<file path="src/logic/clk_xlat_regs_pkg.sv">
// Constants for the loop configuration and interrupt mask register bank.
// Assumes a 125 MHz system clock and APB access with one byte per aligned word.
package clk_xlat_regs_pkg;

	// Slot numbers in the register file
	localparam int NSLOT  = 22;
	localparam int NCFG   = 18;
	localparam int NSTAT  = 4;
	localparam int S_AUX  = 0;
	localparam int S_LOOP = 1;
	localparam int S_HLIM = 2;
	localparam int S_REF  = 3;
	localparam int S_RSV  = 4;
	localparam int S_WDL  = 5;
	localparam int S_WDH  = 6;
	localparam int S_FR0  = 7;
	localparam int S_FR1  = 8;
	localparam int S_FR2  = 9;
	localparam int S_FR3  = 10;
	localparam int S_OSC  = 11;
	localparam int S_CL0  = 12;
	localparam int S_CL1  = 13;
	localparam int S_CL2  = 14;
	localparam int S_CU0  = 15;
	localparam int S_CU1  = 16;
	localparam int S_CU2  = 17;
	localparam int S_ST0  = 18;

	// Register index per slot; the byte address is four times the index
	localparam logic [11:0] SLOT_IDX [NSLOT] = '{
		12'h20b, 12'h20c, 12'h20d, 12'h20e, 12'h20f, 12'h210, 12'h211,
		12'h300, 12'h301, 12'h302, 12'h303, 12'h304,
		12'h306, 12'h307, 12'h308, 12'h309, 12'h30a, 12'h30b,
		12'hd02, 12'hd03, 12'hd04, 12'hd05};

	// Reset value per slot
	localparam logic [7:0] SLOT_RST [NSLOT] = '{
		8'h00, 8'h00, 8'h00, 8'h00, 8'h00, 8'h00, 8'h00,
		8'h11, 8'h15, 8'h64, 8'h1b, 8'h00,
		8'h51, 8'hb8, 8'h02, 8'h3e, 8'h0a, 8'h0b,
		8'h00, 8'h00, 8'h00, 8'h00};

	// Implemented bits per slot; the rest read as zero
	localparam logic [7:0] SLOT_WMASK [NSLOT] = '{
		8'h1f, 8'hff, 8'h1f, 8'h77, 8'h00, 8'hff, 8'hff,
		8'hff, 8'hff, 8'hff, 8'h3f, 8'h20,
		8'hff, 8'hff, 8'h0f, 8'hff, 8'hff, 8'h0f,
		8'h1f, 8'hff, 8'h1f, 8'h77};

	localparam logic [4:0] SLOT_NONE = 5'h1f;

	// Field positions
	localparam int AUX_WDOG_BIT  = 2;
	localparam int OSC_4LVL_BIT  = 5;

	// Watchdog time base
	localparam int WDOG_UNIT_MS    = 1;
	localparam int CLK_HZ          = 125_000_000;
	localparam int WDOG_CYC_PER_MS = CLK_HZ / 1000 * WDOG_UNIT_MS;

endpackage

</file>
<file path="src/logic/clk_xlat_regs.sv">
// Register bank for the loop: interrupt masks and sticky status, watchdog
// interval and timer, free-run word, oscillator mode and pull-in clamps.
// Assumes an APB master on clk_sys and event pulses from logic on clk_sys.
//
// The APB interface to the registers is this design's own decision.
`timescale 1ns/100ps
`default_nettype none

module clk_xlat_regs #(
	parameter int unsigned CYC_PER_MS = clk_xlat_regs_pkg::WDOG_CYC_PER_MS
) (
	input  wire logic        clk_sys,
	input  wire logic        sys_rst,
	input  wire logic        psel,
	input  wire logic        penable,
	input  wire logic        pwrite,
	input  wire logic [13:0] paddr,
	input  wire logic [31:0] pwdata,
	input  wire logic [3:0]  pstrb,
	output logic      [31:0] prdata,
	output logic             pready,
	output logic             pslverr,
	input  wire logic [4:0]  aux_events,
	input  wire logic [7:0]  loop_events,
	input  wire logic [4:0]  limiter_events,
	input  wire logic [6:0]  reference_events,
	input  wire logic        watchdog_kick,
	output logic             irq,
	output logic             watchdog_expired,
	output logic [15:0]      watchdog_interval,
	output logic [29:0]      free_run_word,
	output logic             digital_oscillator_four_level,
	output logic [19:0]      clamp_lower,
	output logic [19:0]      clamp_upper
);

	// Address to slot; read and write share the same decode
	function automatic logic [4:0] slot_of(input logic [13:0] addr);
		logic [4:0] res;
		res = clk_xlat_regs_pkg::SLOT_NONE;
		for (int i = 0; i < clk_xlat_regs_pkg::NSLOT; i++) begin
			if (addr[1:0] == 2'h0 && addr[13:2] == clk_xlat_regs_pkg::SLOT_IDX[i]) begin
				res = 5'(i);
			end
		end
		return res;
	endfunction

	logic [7:0]  rf_r [clk_xlat_regs_pkg::NSLOT];
	logic [7:0]  rf_nxt [clk_xlat_regs_pkg::NSLOT];
	logic [31:0] prdata_r;
	logic        pready_r;
	logic        pslverr_r;
	logic        irq_r;
	logic        wdog_exp_r;
	logic [16:0] ms_cnt_r;
	logic [15:0] ms_elapsed_r;

	// Bus decode and handshake terms
	wire logic [4:0] sel_slot  = slot_of(paddr);
	wire logic       sel_valid = sel_slot != clk_xlat_regs_pkg::SLOT_NONE;
	wire logic       setup     = psel && !penable;
	wire logic       fire      = psel && penable && pready_r;
	wire logic       wr_fire   = fire && pwrite && pstrb[0] && sel_valid;
	wire logic       rd_fire   = fire && !pwrite;
	wire logic [7:0] rd_byte   = sel_valid ? rf_r[sel_slot] : 8'h00;

	// Events as seen by the status slots; watchdog expiry joins the aux group
	wire logic [7:0] ev_vec [clk_xlat_regs_pkg::NSTAT];
	assign ev_vec[0] = {3'h0, aux_events[4:3],
		aux_events[clk_xlat_regs_pkg::AUX_WDOG_BIT] | wdog_exp_r, aux_events[1:0]};
	assign ev_vec[1] = loop_events;
	assign ev_vec[2] = {3'h0, limiter_events};
	assign ev_vec[3] = {1'b0, reference_events};

	// Register file: config slots take writes, status slots are write-one-to-clear
	for (genvar s = 0; s < clk_xlat_regs_pkg::NSLOT; s++) begin : g_slot
		wire logic       hit = wr_fire && sel_slot == 5'(s);
		wire logic [7:0] wm  = clk_xlat_regs_pkg::SLOT_WMASK[s];
		if (s < clk_xlat_regs_pkg::NCFG) begin : g_cfg
			assign rf_nxt[s] = hit ? (pwdata[7:0] & wm) : rf_r[s];
		end else begin : g_stat
			// mask gates recording; set wins over clear
			wire logic [7:0] clr = hit ? (pwdata[7:0] & wm) : 8'h00;
			wire logic [7:0] set = ev_vec[s - clk_xlat_regs_pkg::NCFG]
				& rf_r[s - clk_xlat_regs_pkg::NCFG] & wm;
			assign rf_nxt[s] = (rf_r[s] & ~clr) | set;
		end
		always_ff @(posedge clk_sys or posedge sys_rst) begin
			if (sys_rst) begin
				rf_r[s] <= clk_xlat_regs_pkg::SLOT_RST[s];
			end else begin
				rf_r[s] <= rf_nxt[s];
			end
		end
	end

	// APB slave: one wait-free access phase; read data captured in setup
	always_ff @(posedge clk_sys or posedge sys_rst) begin
		if (sys_rst) begin
			pready_r  <= 1'b0;
			pslverr_r <= 1'b0;
			prdata_r  <= 32'h0000_0000;
		end else begin
			pready_r <= setup;
			if (setup) begin
				pslverr_r <= !sel_valid;
				prdata_r  <= {24'h00_0000, rd_byte};
			end
		end
	end

	// Watchdog time base; any interval change or kick restarts the count
	wire logic [15:0] wd_int  = {rf_r[clk_xlat_regs_pkg::S_WDH], rf_r[clk_xlat_regs_pkg::S_WDL]};
	wire logic        wd_rst  = watchdog_kick || (wr_fire &&
		(sel_slot == 5'(clk_xlat_regs_pkg::S_WDL) || sel_slot == 5'(clk_xlat_regs_pkg::S_WDH)));
	wire logic        ms_tick = ms_cnt_r == 17'(CYC_PER_MS - 1);
	wire logic        wd_on   = wd_int != 16'h0000;
	wire logic        wd_fire = wd_on && !wd_rst && ms_tick && (ms_elapsed_r + 16'h0001 == wd_int);

	always_ff @(posedge clk_sys or posedge sys_rst) begin
		if (sys_rst) begin
			ms_cnt_r     <= 17'h0_0000;
			ms_elapsed_r <= 16'h0000;
			wdog_exp_r   <= 1'b0;
		end else begin
			wdog_exp_r <= wd_fire;
			if (!wd_on || wd_rst || ms_tick) begin
				ms_cnt_r <= 17'h0_0000;
			end else begin
				ms_cnt_r <= ms_cnt_r + 17'h0_0001;
			end
			if (!wd_on || wd_rst || wd_fire) begin
				ms_elapsed_r <= 16'h0000;
			end else if (ms_tick) begin
				ms_elapsed_r <= ms_elapsed_r + 16'h0001;
			end
		end
	end

	// Level interrupt while any recorded event is still enabled
	wire logic pending = |(rf_r[clk_xlat_regs_pkg::S_ST0] & rf_r[clk_xlat_regs_pkg::S_AUX])
		| |(rf_r[clk_xlat_regs_pkg::S_ST0 + 1] & rf_r[clk_xlat_regs_pkg::S_LOOP])
		| |(rf_r[clk_xlat_regs_pkg::S_ST0 + 2] & rf_r[clk_xlat_regs_pkg::S_HLIM])
		| |(rf_r[clk_xlat_regs_pkg::S_ST0 + 3] & rf_r[clk_xlat_regs_pkg::S_REF]);

	always_ff @(posedge clk_sys or posedge sys_rst) begin
		if (sys_rst) begin
			irq_r <= 1'b0;
		end else begin
			irq_r <= pending;
		end
	end

	// Outputs straight from the register flops
	assign prdata            = prdata_r;
	assign pready            = pready_r;
	assign pslverr           = pslverr_r;
	assign irq               = irq_r;
	assign watchdog_expired  = wdog_exp_r;
	assign watchdog_interval = wd_int;
	assign free_run_word = {rf_r[clk_xlat_regs_pkg::S_FR3][5:0], rf_r[clk_xlat_regs_pkg::S_FR2],
		rf_r[clk_xlat_regs_pkg::S_FR1], rf_r[clk_xlat_regs_pkg::S_FR0]};
	assign digital_oscillator_four_level = rf_r[clk_xlat_regs_pkg::S_OSC][clk_xlat_regs_pkg::OSC_4LVL_BIT];
	assign clamp_lower = {rf_r[clk_xlat_regs_pkg::S_CL2][3:0], rf_r[clk_xlat_regs_pkg::S_CL1],
		rf_r[clk_xlat_regs_pkg::S_CL0]};
	assign clamp_upper = {rf_r[clk_xlat_regs_pkg::S_CU2][3:0], rf_r[clk_xlat_regs_pkg::S_CU1],
		rf_r[clk_xlat_regs_pkg::S_CU0]};

	wire logic [7:0] st_aux  = rf_r[clk_xlat_regs_pkg::S_ST0];
	wire logic [7:0] st_loop = rf_r[clk_xlat_regs_pkg::S_ST0 + 1];
	wire logic [7:0] st_hlim = rf_r[clk_xlat_regs_pkg::S_ST0 + 2];
	wire logic [7:0] st_ref  = rf_r[clk_xlat_regs_pkg::S_ST0 + 3];
	wire logic [7:0] mk_aux  = rf_r[clk_xlat_regs_pkg::S_AUX];
	wire logic [7:0] mk_loop = rf_r[clk_xlat_regs_pkg::S_LOOP];
	wire logic [7:0] mk_hlim = rf_r[clk_xlat_regs_pkg::S_HLIM];
	wire logic [7:0] mk_ref  = rf_r[clk_xlat_regs_pkg::S_REF];
endmodule

`default_nettype wire

</file>
<file path="config.mk">
export PLATFORM = sky130hd
export DESIGN_NAME = clk_xlat_regs
export DESIGN_NICKNAME = d
export VERILOG_FILES = /design/src/logic/clk_xlat_regs_pkg.sv /design/src/logic/clk_xlat_regs.sv
export SDC_FILE = /design/constraint.sdc
export NUM_CORES = 1
export LEC_CHECK = 0
export ABC_AREA = 1
export BUFFER_PORTS_ARGS = -buffer_cell sky130_fd_sc_hd__buf_2
export CORE_MARGIN = 4
export CORE_UTILIZATION = 63
export CTS_BUF_LIST = sky130_fd_sc_hd__clkbuf_8
export CTS_CLUSTER_DIAMETER = 100
export DETAILED_ROUTE_END_ITERATION = 6
export PLACE_DENSITY_LB_ADDON = 0.08
export REMOVE_ABC_BUFFERS = 1
export SYNTH_ARGS = -nofsm -noshare
export SYNTH_HDL_FRONTEND = slang
export SYNTH_SLANG_ARGS = --single-unit
</file>
<file path="constraint.sdc">
create_clock -name clk_sys -period 16.8 [get_ports clk_sys]
set_input_delay 1.68 -clock clk_sys [delete_from_list [all_inputs] [get_ports clk_sys]]
set_output_delay 1.68 -clock clk_sys [all_outputs]
set_load 0.02 [all_outputs]
</file>
After elaboration in Yosys (flattened, before gate mapping):

Index checks and enable logic that the tools add are counted.

* register bits: 188
* input port bits: 81
* word-level logic and storage cells: 204

* $add $sub $neg: 2
* magnitude comparators: 1
* equality and inequality tests: 45
* multiplexer cells: 33
* bitwise gates (word level): 25
* reduce and logical (&&, ||, !) cells: 70

Operator list (number)
* 12-bit by 10-bit equality test with 1-bit output (second input constant): 18
* 5-bit 2-to-1 mux: 24
* 1-bit logical AND: 53
* 8-bit AND: 6
* 12-bit equality test (second input constant): 4
* 8-bit binary-select mux with 5-bit select: 1
* 5-bit by 4-bit equality test with 1-bit output (second input constant): 8
* 16-bit 2-to-1 mux: 2
* 8-bit 2-to-1 mux: 4
* 8-bit OR reduction: 4
* 5-bit equality test (second input constant): 6
* 17-bit by 1-bit adder with 17-bit output (second input constant): 1
* 17-bit equality test (second input constant): 1
* 17-bit 2-to-1 mux: 1
* 16-bit by 1-bit adder with 16-bit output (second input constant): 1
* 8-bit by 5-bit AND with 8-bit output: 2
* 16-bit equality test: 1
* 5-bit inverter with 8-bit output: 2
* 8-bit by 5-bit OR with 8-bit output: 2
* 16-bit nonzero test: 1
* 5-bit by 3-bit equality test with 1-bit output (second input constant): 3
* 5-bit AND: 2
* 5-bit by 2-bit equality test with 1-bit output (second input constant): 2
* 8-bit by 7-bit AND with 8-bit output: 1
* other kinds (16): 26

Logic depth before layout (Yosys ltp):

* depth in word-level cells: 34
* gate-level depth with buffers: 21
* gate-level depth less buffers: 21

Least setup slack after synthesis:

OpenSTA, ideal clock, no wires.

* kind: input-to-reg
* start: input port paddr[1]
* end: register ms_elapsed_r[5]
* library setup time: 134 ps
* data arrival time: 3541 ps
* path slack: 13125 ps
* stages on the path: 16
* path buffers: 2
* cell sequence: nor2_2 -> nand3_2 -> inv_2 -> nand2_1 -> nor2_2 -> nor2_1 -> nand4_1 -> nor2_1 -> buf_6 -> nor2_2 -> inv_2 -> nor3_4 -> nor2_2 -> nand2_1 -> buf_4 -> o22ai_1

* longest elaborated chain between the ends: 34

Ends and longest elaborated chain
* from (decl): RTL line clk_xlat_regs.sv:17 `input wire logic [13:0] paddr,`
* 2-bit logical NOT *: RTL line clk_xlat_regs.sv:42 `if (addr[1:0] == 2'h0 && addr[13:2] == clk_xlat_regs_pkg::SLOT_IDX[i]) begin`
* 1-bit logical AND: RTL line clk_xlat_regs.sv:42
* 5-bit 2-to-1 mux (21 in series): RTL line clk_xlat_regs.sv:42
* 5-bit 2-to-1 mux *: RTL line clk_xlat_regs.sv:42
* 5-bit inequality test / 5-bit by 3-bit equality test with 1-bit output (equally long branches): RTL line clk_xlat_regs.sv:61, clk_xlat_regs.sv:116
* 1-bit logical AND / 1-bit logical OR (equally long branches): RTL line clk_xlat_regs.sv:64, clk_xlat_regs.sv:116
* 1-bit logical AND *: RTL line clk_xlat_regs.sv:115 `wire logic wd_rst = watchdog_kick || (wr_fire &&`
* 1-bit logical OR *: RTL line clk_xlat_regs.sv:115
* 1-bit logical NOT: RTL line clk_xlat_regs.sv:119 `wire logic wd_fire = wd_on && !wd_rst && ms_tick && (ms_elapsed_r + 16'h0001 == wd_int);`
* 1-bit logical AND (3 in series): RTL line clk_xlat_regs.sv:119
* 1-bit logical OR *: RTL line clk_xlat_regs.sv:133 `if (!wd_on || wd_rst || wd_fire) begin`
* 16-bit 2-to-1 mux / 2-bit nonzero test (equally long branches)
* to (signal assigned): RTL line clk_xlat_regs.sv:136 `ms_elapsed_r <= ms_elapsed_r + 16'h0001;`
* to (decl): RTL line clk_xlat_regs.sv:57 `logic [15:0] ms_elapsed_r;`

Every way passes the cells marked *; elsewhere a longest branch is shown, timed or not.
A chain may end at the register's enable or synchronous reset.

Final worst setup path:

* start: input port paddr[7]
* end: register ms_elapsed_r[0]

* longest elaborated chain between the ends: 34

Ends and longest elaborated chain (RTL line)
* 12-bit by 10-bit equality test with 1-bit output: clk_xlat_regs.sv:42
* 1-bit logical AND: clk_xlat_regs.sv:42
* 5-bit 2-to-1 mux (21 in series): clk_xlat_regs.sv:42
* 5-bit 2-to-1 mux *: clk_xlat_regs.sv:42
* 5-bit inequality test / 5-bit by 3-bit equality test with 1-bit output (equally long branches): clk_xlat_regs.sv:61, clk_xlat_regs.sv:116
* 1-bit logical AND / 1-bit logical OR (equally long branches): clk_xlat_regs.sv:64, clk_xlat_regs.sv:116
* 1-bit logical AND *: clk_xlat_regs.sv:115
* 1-bit logical OR *: clk_xlat_regs.sv:115
* 1-bit logical NOT: clk_xlat_regs.sv:119
* 1-bit logical AND (3 in series): clk_xlat_regs.sv:119
* 1-bit logical OR *: clk_xlat_regs.sv:133
* 16-bit 2-to-1 mux / 2-bit nonzero test (equally long branches)

Marked as above.

==> results.md <==
* H-tree depth at 4
* First DRT Iteration DRCs at 1004
* Crit Path Category: input pin to flop
* Crit path cell chain: buf_2 -> nor2_2 -> nand2_2 -> nor2_1 -> nand3_1 -> nand3_1 -> nor2_1 -> nand4_1 -> nor2_1 -> nand3_2 -> nor2_2 -> inv_2 -> nor3_4 -> nor2_2 -> nand2_1 -> mux2i_1
* Synth top area cells: dfrtp_1, nand2_1, buf_4
* Clk root buf: clkbuf_8
* Sequential share of the synthesized area at 0.420
* Worst rel slew slack at 0.311
* Drt drc at 0
* Slew @ Worst Pin at 1.03 ns
* Syn. warnings at 0
* Setup Skew at 0.0193 ns
* PD cells at 68.1 mW/mm²
* Hold Buf Count CTS at 0
* Final HPWL DP at 22.8 mm
* ANT cells at 0
* Fin crit share at 0.332
* CP required at 17.13 ns
* Share of cells above drive strength 1 at 0.181
* Synth top area share at 0.347
* Vias after detailed routing at 9904
* Final setup TNS at 0 ns
* Min Tclk post-route at 5.58 ns
* Overall Power at 0.774 mW
* Site row count at 47
* WL per Instance at 17.8 µm
* Worst hold path type: flop to flop
* Final core occ at 0.681
* Clock sinks at 180
* Synth Register Bits at 180
* Synth Instances at 1462
* IO Pins at 204
* Mapped Area at 0.0108 mm²
* Leading cell type in the layout, fill and taps excluded: nand2_1
* Placeable Area at 0.0167 mm²
* GRT Residual Overflow at 0
* Synth async-reset ratio at 1.00
* Total Routing Usage GR at 0.322
* Total of fill cells in the finished design at 1476
* Final Hold Violating Endpoints at 0
* Syn_area_per_cell at 7.39 µm²
* Worst-path clk slew at 0.11 ns
* CTS tree: done
* Max-cap violations at 0
* Total CTS buffers at 17
* Max incr delay on CP at 0.85 ns
* RSZ-0062 raised after global routing: no
* First-pass GRT wire length at 49.3 mm
* Post-Route WL at 31.1 mm
* Worst vdd ir at 0.0000579 V
* Postcts setup bufs at 0
* Biggest area consumer among synthesized cells: dfrtp_1
* Setup-violating endpoint count in the final report at 0
* EDFF count, synth at 0
* Top_reg_cell synth: dfrtp_1
* Synth cell types at 52
* Synth-to-Final Area Change at 5.21%
* Total leakage power at 5.73 nW
* Worst path slowest cell: nor2_2
* Critical path's top delay family: simple AND/OR/NAND/NOR gates
* Die W at 139 µm
* Initial Util at 0.647
* F_max at 0.179 GHz
* Vias/cell at 5.66
* PostCTS Resize Cnt at 0
* Latest clock arrival within the worst-skew pair at 0.49 ns
* CP Max Fanout at 20
* Vias in the first global route at 9010
* Largest net degree at the start of global routing at 100
* Max-slew violation count at 0
* Leading cell types in the layout, fill and taps excluded: nand2_1, o21ai_0, buf_2
* Die area at 0.0193 mm²
* PortBufs at 151
* Initial antenna violation count at 0
* CP Buf/Inv Count at 2
* Nets at 1599
* Worst endpoint data arrival time at 5.91 ns
* GPL Wtd Cong at 0.939
* CP Launch Type: input pin
* 1st-pass router iterations at 7
* Crit. End Element: flop
* Deepest clock path buffer count at 2
* Remaining antenna violation count at 0
* Status: finished clean
* DIE HEIGHT at 139 µm
==> metal layers <==
layer | vias up | track usage | share of wire
met5 | - | 0 | 0
met4 | 0 | 0.106 | 0.030
met3 | 70 | 0.0655 | 0.091
met2 | 509 | 0.494 | 0.45
met1 | 4660 | 0.461 | 0.43
li1 | 4665 | - | -
==> stage by stage <==
stage	hold slack [ns]	std cells	cell area, µm²	setup slack (ns)
finish	0.463	1749	11400	11.22
global route	0.507	1749	11400	10.97
CTS	0.468	1749	11400	11.27
detailed placement	0.453	1717	11000	10.77
global placement	0.448	1717	11000	10.79
floorplan	0.433	1342	9890	10.28
==> state kept, by name (all words and copies together), names as in the netlist <==
name                           cells
clamp_lower                       20
clamp_upper                       20
digital_oscillator_four_level      1
free_run_word                     30
irq                                1
mk_aux                             5
mk_hlim                            5
mk_loop                            8
mk_ref                             6
ms_cnt_r                          17
ms_elapsed_r                      16
prdata                             8
pready                             1
pslverr                            1
st_aux                             5
st_hlim                            5
st_loop                            8
st_ref                             6
watchdog_expired                   1
watchdog_interval                 16
==> final cells by class <==
| class | instances | area [µm²] | share of cell area |
|---|---|---|---|
| multi-input cells | 1005 | 4750 | 0.418 |
| flip-flops and latches | 180 | 4540 | 0.400 |
| repair buffers | 155 | 786 | 0.0691 |
| inverters | 157 | 597 | 0.0525 |
| well taps | 220 | 275 | 0.0242 |
| clock buffers | 18 | 248 | 0.0218 |
| clock inverters | 14 | 166 | 0.0146 |
==> power breakdown <==
group          total (mW)  switching [mW]  internal (mW)
logic              0.0376          0.0306        0.00698
registers           0.435        0.000430          0.434
clock network       0.302           0.186          0.116
total               0.774           0.217          0.557
==> path summary, 6_finish.rpt <==
path                                        startpoint                            end  slack (ns)  depth (start not counted)
setup reg to reg           ms_elapsed_r[0]$_DFFE_PP0P_    ms_elapsed_r[0]$_DFFE_PP0P_       13.89                         13
max in group asynchronous                      sys_rst  free_run_word[14]$_DFFE_PP0P_       13.87                          3
setup / recovery                              paddr[7]    ms_elapsed_r[0]$_DFFE_PP0P_       11.22                         16
min in group asynchronous                      sys_rst     clamp_lower[5]$_DFFE_PP0P_        1.34                          2
hold / removal                   ms_cnt_r[0]$_DFF_PP0_          ms_cnt_r[0]$_DFF_PP0_        0.46                          1
hold reg to reg                  ms_cnt_r[0]$_DFF_PP0_          ms_cnt_r[0]$_DFF_PP0_        0.46                          1
==> cells in the mapped netlist, types with 15 or more instances <==
master	number
clkbuf_1	15
nand2_1	429
o21ai_0	155
nor2_1	112
nand4_1	30
buf_4	115
dfstp_2	30
inv_1	148
nand3_1	71
xor2_1	20
a21oi_1	15
dfrtp_1	150
nor3_1	21
==> kinds of logic after synthesis <==
group           Yosys count  share of synthesized area
simple gates            741                      0.303
buf+inv                 300                      0.148
compound gates          212                      0.104
flops                   180                      0.420
xor+xnor                 24                     0.0195
fa+ha+maj                 2                    0.00232
mux                       2                    0.00197
other cells               1                   0.000347
(Power assumes the default switching activity.)
